$ cat config.mk
export PLATFORM = sky130hd
export DESIGN_NAME = dio_top
export DESIGN_NICKNAME = d
export VERILOG_FILES = /design/src/dio_pkg.sv /design/src/dio_route_mem.sv /design/src/dio_top.sv
export SDC_FILE = /design/constraint.sdc
export NUM_CORES = 2
export LEC_CHECK = 0
export ABC_AREA = 1
export BUFFER_PORTS_ARGS = -buffer_cell sky130_fd_sc_hd__buf_2
export CAP_MARGIN = 20
export CORE_MARGIN = 1.5
export CORE_UTILIZATION = 30
export CTS_CLUSTER_SIZE = 14
export DETAILED_ROUTE_END_ITERATION = 16
export PLACE_DENSITY = 0.5
export RECOVER_POWER = 25
export SYNTH_ARGS = -nofsm -noshare
export SYNTH_HDL_FRONTEND = slang
export SYNTH_SLANG_ARGS = --single-unit
$ cat constraint.sdc
create_clock -name clk -period 3.47 [get_ports clk]
set_clock_uncertainty 0.1 [all_clocks]
set_input_delay 0 -clock clk [delete_from_list [all_inputs] [get_ports clk]]
set_output_delay 0 -clock clk [all_outputs]
set_load 0.05 [all_outputs]
$ cat src/dio_pkg.sv
package dio_pkg;
   localparam int NUM_IN = 16;
   localparam int NUM_OUT = 4;
   localparam int SUM_W = 32;
   localparam int ADDR_W = 8;
   // Register word addresses
   localparam logic [7:0] A_IN_CFG_EN = 8'h00;
   localparam logic [7:0] A_IN_INVERT = 8'h01;
   localparam logic [7:0] A_IN_FORCE_EN = 8'h02;
   localparam logic [7:0] A_IN_FORCE_VAL = 8'h03;
   localparam logic [7:0] A_IN_RAW = 8'h04;
   localparam logic [7:0] A_IN_ROUTE_EN = 8'h05;
   localparam logic [7:0] A_IN_SUMMARY = 8'h06;
   localparam logic [7:0] A_OUT_CTRL = 8'h07;
   localparam logic [7:0] A_OUT_POL = 8'h08;
   localparam logic [7:0] A_OUT_MAN_EN = 8'h09;
   localparam logic [7:0] A_OUT_MAN_VAL = 8'h0a;
   localparam logic [7:0] A_OUT_APPLIED = 8'h0b;
   localparam logic [7:0] A_OUT_ROUTE_EN = 8'h0c;
   localparam logic [7:0] A_LED_CTRL = 8'h0d;
   localparam logic [7:0] A_STATUS = 8'h0e;
   localparam logic [7:0] A_IN_ROUTE_BASE = 8'h20;
   localparam logic [7:0] A_OUT_ROUTE_BASE = 8'h40;
   // Input source codes
   localparam logic [6:0] SRC_ZERO = 7'h00;
   localparam logic [6:0] SRC_IN_LAST = 7'h10;
   localparam logic [6:0] SRC_ENC_A = 7'h44;
   localparam logic [6:0] SRC_ENC_B = 7'h45;
   localparam logic [6:0] SRC_ENC_I = 7'h46;
   localparam logic [6:0] SRC_USB = 7'h47;
   localparam int SRC_INV_BIT = 7;
   // Output source codes (high byte of route entry)
   localparam logic [7:0] OSRC_ONE = 8'h00;
   localparam logic [7:0] OSRC_ZERO = 8'h01;
   localparam logic [7:0] OSRC_ENC_FIRST = 8'h02;
   localparam logic [7:0] OSRC_ENC_LAST = 8'h08;
   localparam logic [7:0] OSRC_PWM = 8'h10;
   localparam logic [7:0] OSRC_PWM_INV = 8'h11;
   localparam logic [15:0] OUT_ROUTE_OFF = 16'hffff;
   localparam int OUT_LEVEL_BASE = 16;
   localparam int BRAKE_BIT = 0;
   localparam int INTERLOCK_BIT = 3;
   localparam int GATE_INV_BIT = 7;
   // Sample period and LED flash
   localparam int CLK_HZ = 50_000_000;
   localparam int SAMPLE_US = 1000;
   localparam int SAMPLE_CYC = CLK_HZ / 1_000_000 * SAMPLE_US;
   localparam int LED_HALF_MS = 250;
   localparam int LED_TICKS = LED_HALF_MS * 1000 / SAMPLE_US;
   localparam logic [7:0] IN_ROUTE_RST = 8'h00;
   localparam logic [15:0] OUT_ROUTE_RST = 16'hffff;
   typedef struct packed {
      logic enc_a;
      logic enc_b;
      logic enc_i;
      logic usb_pwr;
   } dio_misc_s;
   typedef struct packed {
      logic [ADDR_W-1:0] addr;
      logic [31:0] wdata;
      logic wr;
      logic rd;
   } dio_bus_s;
endpackage : dio_pkg

$ cat src/dio_route_mem.sv
// Route selector store; read data registered
module dio_route_mem #(
   parameter int DEPTH = 32,
   parameter int WIDTH = 8,
   parameter int AW = 5
) (
   input wire logic clk,
   input wire logic rstn,
   input wire logic we,
   input wire logic [AW-1:0] waddr,
   input wire logic [WIDTH-1:0] wdata,
   input wire logic [AW-1:0] raddr,
   input wire logic [WIDTH-1:0] rst_val,
   output logic [WIDTH-1:0] rdata,
   output logic [DEPTH*WIDTH-1:0] all_q
);
   logic [WIDTH-1:0] mem_q [DEPTH];
   always_ff @(posedge clk or negedge rstn) begin
      if (!rstn) begin
         for (int i = 0; i < DEPTH; i++) begin
            mem_q[i] <= '0;
         end
      end else if (we) begin
         mem_q[waddr] <= wdata;
      end
   end
   // Contents are stored xor the reset value, so a cleared array reads as the reset value
   always_ff @(posedge clk or negedge rstn) begin
      if (!rstn) begin
         rdata <= '0;
      end else begin
         rdata <= mem_q[raddr] ^ rst_val;
      end
   end
   for (genvar g = 0; g < DEPTH; g++) begin : g_all
      assign all_q[g*WIDTH +: WIDTH] = mem_q[g] ^ rst_val;
   end
endmodule : dio_route_mem

$ cat src/dio_top.sv
// Summary of operation
// - Selector entry n picks the source for summary bit n-1
// - Code 0x00 is zero, 0x01..0x10 pick physical inputs 1..16
// - Codes 0x44..0x46 pick encoder A, B, index; 0x47 USB power
// - Bit 7 of a code inverts the source; 0x80 is one
// - Routing applies only while input routing enable is one
// - Interlock: bit 3 one permits motion, zero forces error and fault reaction
// - Interlock evaluated only when special-function bit 3 is set
// - Output n driven from control word bit 15+n
// - Low control bits are special; bit 0 drives the brake
// - Outputs are open drain: pull low or release
// - Polarity bit set makes a one drive a low level
// - Manual enable takes the output from the manual value, brake included
// - Applied output pattern is kept readable
// - Output routing active only while its enable is one
// - LED bits enable green normal flash and red error flash
// - Routed output is its source gated by an assigned control bit
// - Route entry: source in bits 15..8, gate index in bits 7..0
// - Output routing disables polarity and manual override
// - Input routing disables invert, force and special masking; special bit 3 still gates the interlock
// - Bit 7 of the gate index inverts the gate sense
// - Entry 0xFFFF switches routing off for that output
// - Inputs sampled each millisecond; shorter pulses ignored
//
// Chosen here: strobed register access and the address map.
module dio_top #(
   parameter int SAMPLE_CYCLES = dio_pkg::SAMPLE_CYC
) (
   input wire logic clk,
   input wire logic rstn,
   input wire logic [7:0] addr,
   input wire logic [31:0] wdata,
   input wire logic wr,
   input wire logic rd,
   output logic [31:0] rdata,
   input wire logic [dio_pkg::NUM_IN-1:0] in_pins,
   input wire dio_pkg::dio_misc_s misc_in,
   input wire logic enc_pulse,
   input wire logic pwm_in,
   input wire logic drive_fault,
   output logic [dio_pkg::NUM_OUT-1:0] out_pins_o,
   output logic [dio_pkg::NUM_OUT-1:0] out_pins_oe,
   output logic brake_o,
   output logic brake_oe,
   output logic motion_permit,
   output logic fault_req,
   output logic led_green,
   output logic led_red
);
   localparam int NI = dio_pkg::NUM_IN;
   localparam int NO = dio_pkg::NUM_OUT;
   localparam int NB = dio_pkg::SUM_W;

   logic [15:0] in_spec_q, in_inv_q, in_fen_q, in_fval_q;
   logic in_route_en_q, out_route_en_q;
   logic [31:0] out_ctrl_q, out_pol_q, out_man_en_q, out_man_val_q, applied_q;
   logic [1:0] led_ctrl_q;
   logic [15:0] raw_q;
   logic [4:0] in_idx;
   logic [1:0] out_idx;
   logic [31:0] summary_q;
   logic [31:0] sample_cnt_q;
   logic tick;
   logic [NB*8-1:0] in_sel;
   logic [NO*16-1:0] out_sel;
   logic [6:0] enc_tog_q;
   logic [6:0] enc_carry;
   logic [7:0] led_cnt_q;
   logic led_phase_q;

   function automatic logic in_route_hit(input logic [7:0] a);
      in_route_hit = a >= dio_pkg::A_IN_ROUTE_BASE && a < dio_pkg::A_IN_ROUTE_BASE + 8'(NB);
   endfunction : in_route_hit

   function automatic logic out_route_hit(input logic [7:0] a);
      out_route_hit = a >= dio_pkg::A_OUT_ROUTE_BASE && a < dio_pkg::A_OUT_ROUTE_BASE + 8'(NO);
   endfunction : out_route_hit

   // Source decode for one input selector code
   function automatic logic in_src(input logic [7:0] code, input logic [15:0] raw,
                                   input dio_pkg::dio_misc_s m);
      logic base;
      base = 1'b0;
      if (code[6:0] >= 7'h01 && code[6:0] <= dio_pkg::SRC_IN_LAST) begin
         base = raw[4'(code[6:0] - 7'h01)];
      end else begin
         unique case (code[6:0])
            dio_pkg::SRC_ENC_A: base = m.enc_a;
            dio_pkg::SRC_ENC_B: base = m.enc_b;
            dio_pkg::SRC_ENC_I: base = m.enc_i;
            dio_pkg::SRC_USB: base = m.usb_pwr;
            default: base = 1'b0;
         endcase
      end
      in_src = base ^ code[dio_pkg::SRC_INV_BIT];
   endfunction : in_src

   // Offsets within each route window; only meaningful while the hit function agrees
   assign in_idx = 5'(addr - dio_pkg::A_IN_ROUTE_BASE);
   assign out_idx = 2'(addr - dio_pkg::A_OUT_ROUTE_BASE);

   // Selector stores; entries reset to code zero / routing off
   dio_route_mem #(.DEPTH(NB), .WIDTH(8), .AW(5)) u_in_route (
      .clk(clk),
      .rstn(rstn),
      .we(wr && in_route_hit(addr)),
      .waddr(in_idx),
      .wdata(wdata[7:0] ^ dio_pkg::IN_ROUTE_RST),
      .raddr(in_idx),
      .rst_val(dio_pkg::IN_ROUTE_RST),
      .rdata(),
      .all_q(in_sel)
   );
   dio_route_mem #(.DEPTH(NO), .WIDTH(16), .AW(2)) u_out_route (
      .clk(clk),
      .rstn(rstn),
      .we(wr && out_route_hit(addr)),
      .waddr(out_idx),
      .wdata(wdata[15:0] ^ dio_pkg::OUT_ROUTE_RST),
      .raddr(out_idx),
      .rst_val(dio_pkg::OUT_ROUTE_RST),
      .rdata(),
      .all_q(out_sel)
   );

   // Register writes
   always_ff @(posedge clk or negedge rstn) begin
      if (!rstn) begin
         in_spec_q <= '0;
         in_inv_q <= '0;
         in_fen_q <= '0;
         in_fval_q <= '0;
         in_route_en_q <= 1'b0;
         out_ctrl_q <= '0;
         out_pol_q <= '0;
         out_man_en_q <= '0;
         out_man_val_q <= '0;
         out_route_en_q <= 1'b0;
         led_ctrl_q <= 2'b00;
      end else if (wr) begin
         unique case (addr)
            dio_pkg::A_IN_CFG_EN: in_spec_q <= wdata[15:0];
            dio_pkg::A_IN_INVERT: in_inv_q <= wdata[15:0];
            dio_pkg::A_IN_FORCE_EN: in_fen_q <= wdata[15:0];
            dio_pkg::A_IN_FORCE_VAL: in_fval_q <= wdata[15:0];
            dio_pkg::A_IN_ROUTE_EN: in_route_en_q <= wdata == 32'h0000_0001;
            dio_pkg::A_OUT_CTRL: out_ctrl_q <= wdata;
            dio_pkg::A_OUT_POL: out_pol_q <= wdata;
            dio_pkg::A_OUT_MAN_EN: out_man_en_q <= wdata;
            dio_pkg::A_OUT_MAN_VAL: out_man_val_q <= wdata;
            dio_pkg::A_OUT_ROUTE_EN: out_route_en_q <= wdata == 32'h0000_0001;
            dio_pkg::A_LED_CTRL: led_ctrl_q <= wdata[1:0];
            default: ;
         endcase
      end
   end

   // Millisecond sample tick; slower than any glitch worth seeing
   always_ff @(posedge clk or negedge rstn) begin
      if (!rstn) begin
         sample_cnt_q <= '0;
      end else if (sample_cnt_q == 32'(SAMPLE_CYCLES - 1)) begin
         sample_cnt_q <= '0;
      end else begin
         sample_cnt_q <= sample_cnt_q + 32'h0000_0001;
      end
   end
   assign tick = sample_cnt_q == 32'(SAMPLE_CYCLES - 1);

   // Inputs captured only on the tick, so short pulses between ticks vanish
   always_ff @(posedge clk or negedge rstn) begin
      if (!rstn) begin
         raw_q <= '0;
      end else if (tick) begin
         raw_q <= in_pins;
      end
   end

   // Summary word
   always_ff @(posedge clk or negedge rstn) begin
      if (!rstn) begin
         summary_q <= '0;
      end else if (tick) begin
         if (in_route_en_q) begin
            for (int b = 0; b < NB; b++) begin
               summary_q[b] <= in_src(in_sel[b*8 +: 8], in_pins, misc_in);
            end
         end else begin
            // Fixed mapping: level bits ignore special-function enable
            for (int b = 0; b < NI; b++) begin
               summary_q[b] <= ((in_fen_q[b] ? in_fval_q[b] : in_pins[b]) ^ in_inv_q[b])
                  & in_spec_q[b];
               summary_q[dio_pkg::OUT_LEVEL_BASE + b] <=
                  (in_fen_q[b] ? in_fval_q[b] : in_pins[b]) ^ in_inv_q[b];
            end
         end
      end
   end

   // Interlock release
   always_ff @(posedge clk or negedge rstn) begin
      if (!rstn) begin
         motion_permit <= 1'b1;
         fault_req <= 1'b0;
      end else begin
         if (in_spec_q[dio_pkg::INTERLOCK_BIT] && !summary_q[dio_pkg::INTERLOCK_BIT]) begin
            motion_permit <= 1'b0;
            fault_req <= 1'b1;
         end else begin
            motion_permit <= 1'b1;
            fault_req <= 1'b0;
         end
      end
   end

   // Encoder pulse divider chain for output sources
   always_ff @(posedge clk or negedge rstn) begin
      if (!rstn) begin
         enc_tog_q <= '0;
      end else if (enc_pulse) begin
         enc_tog_q <= enc_tog_q ^ enc_carry;
      end
   end

   // Carry chain: a stage toggles only when every lower stage is one
   for (genvar k = 0; k < 7; k++) begin : g_enc_carry
      if (k == 0) begin : g_first
         assign enc_carry[k] = 1'b1;
      end else begin : g_next
         assign enc_carry[k] = &enc_tog_q[k-1:0];
      end
   end

   // Applied pattern computation
   logic [31:0] level;
   always_comb begin
      logic [15:0] ent;
      logic [7:0] src;
      logic sig, gate;
      ent = '0;
      src = '0;
      sig = 1'b0;
      gate = 1'b0;
      level = '0;
      for (int n = 0; n < NO; n++) begin
         ent = out_sel[n*16 +: 16];
         src = ent[15:8];
         gate = out_ctrl_q[ent[4:0]] ^ ent[dio_pkg::GATE_INV_BIT];
         unique case (1'b1)
            src == dio_pkg::OSRC_ONE: sig = 1'b1;
            src == dio_pkg::OSRC_PWM: sig = pwm_in;
            src == dio_pkg::OSRC_PWM_INV: sig = ~pwm_in;
            src >= dio_pkg::OSRC_ENC_FIRST && src <= dio_pkg::OSRC_ENC_LAST:
               sig = enc_tog_q[3'(src - dio_pkg::OSRC_ENC_FIRST)];
            default: sig = 1'b0;
         endcase
         if (out_route_en_q && ent != dio_pkg::OUT_ROUTE_OFF) begin
            level[dio_pkg::OUT_LEVEL_BASE + n] = sig & gate;
         end else begin
            level[dio_pkg::OUT_LEVEL_BASE + n] = out_ctrl_q[dio_pkg::OUT_LEVEL_BASE + n];
         end
      end
      level[dio_pkg::BRAKE_BIT] = out_ctrl_q[dio_pkg::BRAKE_BIT];
      if (!out_route_en_q) begin
         level = (out_man_en_q & out_man_val_q) | (~out_man_en_q & level);
         level = level ^ out_pol_q;
      end
   end

   always_ff @(posedge clk or negedge rstn) begin
      if (!rstn) begin
         applied_q <= '0;
      end else begin
         applied_q <= level;
      end
   end

   // Open drain: pull low for a low level, release for high
   always_ff @(posedge clk or negedge rstn) begin
      if (!rstn) begin
         out_pins_o <= '0;
         out_pins_oe <= '0;
         brake_o <= 1'b0;
         brake_oe <= 1'b0;
      end else begin
         out_pins_o <= '0;
         out_pins_oe <= ~level[dio_pkg::OUT_LEVEL_BASE +: NO];
         brake_o <= 1'b0;
         brake_oe <= ~level[dio_pkg::BRAKE_BIT];
      end
   end

   // LED flash on sample ticks
   always_ff @(posedge clk or negedge rstn) begin
      if (!rstn) begin
         led_cnt_q <= '0;
         led_phase_q <= 1'b0;
      end else if (tick) begin
         if (led_cnt_q == 8'(dio_pkg::LED_TICKS - 1)) begin
            led_cnt_q <= '0;
            led_phase_q <= ~led_phase_q;
         end else begin
            led_cnt_q <= led_cnt_q + 8'h01;
         end
      end
   end
   always_ff @(posedge clk or negedge rstn) begin
      if (!rstn) begin
         led_green <= 1'b0;
         led_red <= 1'b0;
      end else begin
         led_green <= led_ctrl_q[0] && !fault_req && !drive_fault && led_phase_q;
         led_red <= led_ctrl_q[1] && (fault_req || drive_fault) && led_phase_q;
      end
   end

   // Read path: data one cycle after the strobe, held until the next read; unmapped reads zero
   always_ff @(posedge clk or negedge rstn) begin
      if (!rstn) begin
         rdata <= '0;
      end else if (rd) begin
         // Route entries come from the live store so readback keeps one cycle of latency
         if (in_route_hit(addr)) begin
            rdata <= {24'h00_0000, in_sel[in_idx*8 +: 8]};
         end else if (out_route_hit(addr)) begin
            rdata <= {16'h0000, out_sel[out_idx*16 +: 16]};
         end else begin
            unique case (addr)
               dio_pkg::A_IN_CFG_EN: rdata <= {16'h0000, in_spec_q};
               dio_pkg::A_IN_INVERT: rdata <= {16'h0000, in_inv_q};
               dio_pkg::A_IN_FORCE_EN: rdata <= {16'h0000, in_fen_q};
               dio_pkg::A_IN_FORCE_VAL: rdata <= {16'h0000, in_fval_q};
               dio_pkg::A_IN_RAW: rdata <= {16'h0000, raw_q};
               dio_pkg::A_IN_ROUTE_EN: rdata <= {31'h0000_0000, in_route_en_q};
               dio_pkg::A_IN_SUMMARY: rdata <= summary_q;
               dio_pkg::A_OUT_CTRL: rdata <= out_ctrl_q;
               dio_pkg::A_OUT_POL: rdata <= out_pol_q;
               dio_pkg::A_OUT_MAN_EN: rdata <= out_man_en_q;
               dio_pkg::A_OUT_MAN_VAL: rdata <= out_man_val_q;
               dio_pkg::A_OUT_APPLIED: rdata <= applied_q;
               dio_pkg::A_OUT_ROUTE_EN: rdata <= {31'h0000_0000, out_route_en_q};
               dio_pkg::A_LED_CTRL: rdata <= {30'h0000_0000, led_ctrl_q};
               dio_pkg::A_STATUS: rdata <= {30'h0000_0000, fault_req, motion_permit};
               default: rdata <= '0;
            endcase
         end
      end
   end
endmodule : dio_top

==> run_summary.xml <==
<?xml version="1.0" encoding="UTF-8"?>
<metrics>
  <group name="run_status">
    <metric name="outcome" unit="">complete, but fails checks</metric>
    <metric name="violations" unit="">max-capacitance violations, max-slew violations</metric>
  </group>
  <group name="setup_path">
    <metric name="slowest_delay" unit="ns">0.69</metric>
    <metric name="worstRegToRegCells" unit="">9</metric>
    <metric name="critical_path_required" unit="ns">3.96</metric>
    <metric name="worstPathCellList" unit="">dlygate4sd3_1 -&gt; buf_2 -&gt; nor2_4 -&gt; dlygate4sd3_1 -&gt; nand2_2 -&gt; nor2_4 -&gt; nand2_1 -&gt; buf_4 -&gt; o21ai_0 -&gt; a211oi_1 -&gt; nand3_1 -&gt; nor2_1 -&gt; nor2_1</metric>
    <metric name="timing.critical_path.depth" unit="">13</metric>
    <metric name="startpoint_type" unit="">input port</metric>
    <metric name="timing.rr.start" unit="">sample_cnt_q[0]</metric>
    <metric name="critPathTopFamily" unit="">buffers and inverters</metric>
    <metric name="cp_max_fo" unit="">9</metric>
    <metric name="critical_path.slowest_cell" unit="">dlygate4sd3_1</metric>
    <metric name="rr_endpoint" unit="">summary_q[13]</metric>
    <metric name="worstPathArrival" unit="ns">3.64</metric>
    <metric name="timing_worst_setup_path_type" unit="">in2reg</metric>
    <metric name="critPathCaptureType" unit="">flop</metric>
    <metric name="crit_start" unit="">addr[3]</metric>
    <metric name="cp.buffers_inverters" unit="">4</metric>
    <metric name="r2r_slack" unit="ns">0.40</metric>
  </group>
  <group name="power_and_ir_drop">
    <metric name="p_total" unit="mW">21.9</metric>
    <metric name="peakVddDrop" unit="uV">351</metric>
    <metric name="power.density_cell_area" unit="nW/um^2">440</metric>
    <metric name="p_leak" unit="nW">21.7</metric>
  </group>
  <group name="route">
    <metric name="drtPass1Iterations" unit="">6</metric>
    <metric name="total_via_count_after_detailed_routing" unit="">44600</metric>
    <metric name="route.final.wire_length" unit="um">200000</metric>
    <metric name="drc" unit="">0</metric>
    <metric name="detailedRoute.firstIterationViolations" unit="">5122</metric>
    <metric name="avgRoutedWirePerCell" unit="um">24.9</metric>
    <metric name="detail-route-antenna-nets" unit="">0</metric>
    <metric name="vias_per_cell" unit="">5.56</metric>
  </group>
  <group name="synth">
    <metric name="avg_inst_size_synth" unit="um^2">7.26</metric>
    <metric name="cell_area_synth" unit="um^2">43200</metric>
    <metric name="share_of_async_settable_or_async_resettable_flops_after_synthesis" unit="%">100</metric>
    <metric name="postSynthCellCount" unit="">5950</metric>
    <metric name="synth-warning-count" unit="">0</metric>
    <metric name="ys_dominant_reg_cell" unit="">dfrtp_1</metric>
    <metric name="synth_sequential_area_ratio" unit="%">39.7</metric>
    <metric name="synth_seq_cells" unit="">685</metric>
    <metric name="synth.lib_cells_used.distinct" unit="">57</metric>
    <metric name="synth_edf_count" unit="">0</metric>
  </group>
  <group name="floorplan">
    <metric name="core-area" unit="um^2">143000</metric>
    <metric name="die_height" unit="um">383</metric>
    <metric name="die_footprint" unit="um^2">146000</metric>
    <metric name="start_util" unit="%">30.2</metric>
    <metric name="io-pin-count" unit="">113</metric>
    <metric name="dieWidth" unit="um">383</metric>
    <metric name="total_number_of_placement_rows" unit="">139</metric>
  </group>
  <group name="clock_network">
    <metric name="cts.sink_count" unit="">685</metric>
    <metric name="hold_buffer_count_at_cts" unit="">66</metric>
    <metric name="worst_path_clk_slew" unit="ns">0.06</metric>
    <metric name="cts_inserted_buffers" unit="">84</metric>
    <metric name="worst_skew_pair.late_latency" unit="ns">0.74</metric>
    <metric name="cts_max_path_buffers" unit="">3</metric>
    <metric name="clock-root-buffer" unit="">clkbuf_16</metric>
    <metric name="post-cts-setup-buffer-count" unit="">0</metric>
    <metric name="post_cts.resized_instances" unit="">0</metric>
    <metric name="cts_tree" unit="">built</metric>
    <metric name="cts_max_level" unit="">3</metric>
  </group>
  <group name="timing">
    <metric name="fmax" unit="MHz">317</metric>
    <metric name="slew-limit-headroom" unit="%">-31.3</metric>
    <metric name="setup_violations" unit="">0</metric>
    <metric name="drv_slew" unit="">263</metric>
    <metric name="finalWorstPathRequiredPeriod" unit="ns">3.15</metric>
    <metric name="hold-worst-slack" unit="ns">0.0449</metric>
    <metric name="fin_crit_sh" unit="%">90.8</metric>
    <metric name="setup-tns-final" unit="ns">0</metric>
    <metric name="grt_setup_unrepaired" unit="">false</metric>
    <metric name="tightest_slew" unit="ns">1.97</metric>
    <metric name="hold_viol" unit="">0</metric>
  </group>
  <group name="placed_design">
    <metric name="place.gp.congestion" unit="">0.977</metric>
    <metric name="place_area" unit="um^2">46300</metric>
    <metric name="port_buffers" unit="">107</metric>
    <metric name="dpl.hpwl" unit="um">140000</metric>
  </group>
  <group name="worst_hold_path">
    <metric name="worst_hold_startpoint" unit="">enc_pulse</metric>
    <metric name="hold_path_class" unit="">in2reg</metric>
    <metric name="number_of_cells_on_the_worst_hold_path" unit="">3</metric>
    <metric name="whs_endpoint" unit="">enc_tog_q[0]</metric>
  </group>
  <group name="layout">
    <metric name="layout.cells.most_common" unit="">nand2_1</metric>
    <metric name="nets" unit="">6263</metric>
    <metric name="final.fill_count" unit="">15300</metric>
    <metric name="synthToLayoutAreaGrowth" unit="%">15.2</metric>
    <metric name="drive_above_1_share" unit="%">8.51</metric>
    <metric name="finish.instance_area" unit="um^2">49800</metric>
    <metric name="final_cell_mix" unit="">nand2_1, o21ai_0, dfrtp_1</metric>
  </group>
  <group name="grt">
    <metric name="grt_pass1_wl" unit="um">289000</metric>
    <metric name="via_count_of_the_first_global_routing_pass" unit="">41000</metric>
    <metric name="grt_remaining_overflow" unit="">0</metric>
    <metric name="groute.usage.overall" unit="%">26.8</metric>
    <metric name="antenna_violations_before_repair" unit="">19</metric>
    <metric name="grt_start_max_net_pins" unit="">89</metric>
  </group>
  <group name="run">
    <metric name="drv_cap" unit="">5</metric>
  </group>
</metrics>
-- power breakdown --
group          leakage [nW]  internal [mW]  switching [mW]
sequential             9.18           8.36           0.472
combinational          11.1           1.14            2.50
clock                  1.42           5.47            3.98
-- tightest hold or removal path: stages --
cell           delay [ns]
dlygate4sd3_1        0.52
buf_2                0.20
xor2_1               0.09
-- per-stage QoR --
step           cells  util (%)  setup WS [ns]
2_1_floorplan   5954         -           1.40
3_3_place_gp    7809      32.3          0.509
3_5_place_dp    7809      32.3          0.541
4_1_cts         8026      34.8          0.500
5_1_grt         8027      34.7          0.120
6_report        8030      34.7          0.319
-- per-layer routing --
metal	routed length [um]	vias to the layer above	track usage, %
met1	85400	21500	36.8
li1	-	20400	-
met2	86500	2190	40.7
met3	18200	490	5.12
met5	120	-	0
met4	9770	18	11.9
-- synthesized netlist by cell type, drive strengths merged (5+ instances only) --
cell | n | share of area [%]
o21ai | 952 | 11
a41oi | 15 | 0.30
a31oi | 18 | 0.26
or2 | 24 | 0.35
a32o | 18 | 0.42
o22ai | 124 | 1.8
ha | 138 | 4.0
clkbuf | 228 | 2.0
o221ai | 14 | 0.28
nand3b | 47 | 0.82
buf | 118 | 1.5
nor3 | 101 | 1.3
nand3 | 353 | 4.1
nor4 | 24 | 0.41
dfrtp | 684 | 40
o211ai | 88 | 1.5
inv | 599 | 5.2
clkinv | 5 | 0.043
o2111ai | 19 | 0.39
xor2 | 50 | 1.0
a221oi | 33 | 0.68
xnor2 | 29 | 0.59
nor2 | 315 | 3.0
nand2 | 1413 | 12
a211oi | 12 | 0.22
a21oi | 364 | 4.2
nand4 | 127 | 1.8
a22oi | 21 | 0.36
-- registers in the layout, indices dropped and copies added, names as in the netlist, 32 cells and up --
signal	flops
applied_q	32
out_ctrl_q	32
out_man_en_q	32
out_man_val_q	32
out_pol_q	32
rdata	32
sample_cnt_q	32
summary_q	32
u_in_route.mem_q	256
u_out_route.mem_q	64
-- cell type report --
type / count / area (um^2) / area share [%]
Antenna cell: 4 / 10.0 / 0.0201
Clock buffer: 120 / 2450 / 4.92
Tap cell: 1903 / 2380 / 4.78
Timing Repair Buffer: 364 / 2760 / 5.54
Clock inverter: 31 / 454 / 0.912
Inverter: 604 / 2270 / 4.56
Sequential cell: 685 / 17100 / 34.4
Multi-Input combinational cell: 4319 / 22300 / 44.8
-- cell families after synthesis --
group / count (synthesis) / synth area share, %
AND/OR/NAND/NOR: 2407 / 24.3
AO/OA/AOI/OAI: 1690 / 21.7
buffers and inverters: 950 / 8.73
flip-flops: 685 / 39.7
adder cells (fa/ha/maj): 138 / 4.00
XOR/XNOR: 79 / 1.60
other: 1 / 0.00868
-- how the worst max path moves through the flow --
stage	endpoint
after detailed placement	summary_q[6]
after CTS	summary_q[6]
after global placement	summary_q[6]
after floorplan	summary_q[19]
after global routing	u_in_route.mem_q[157]
final	rdata[1]
Power figures use the tool's default switching activity.
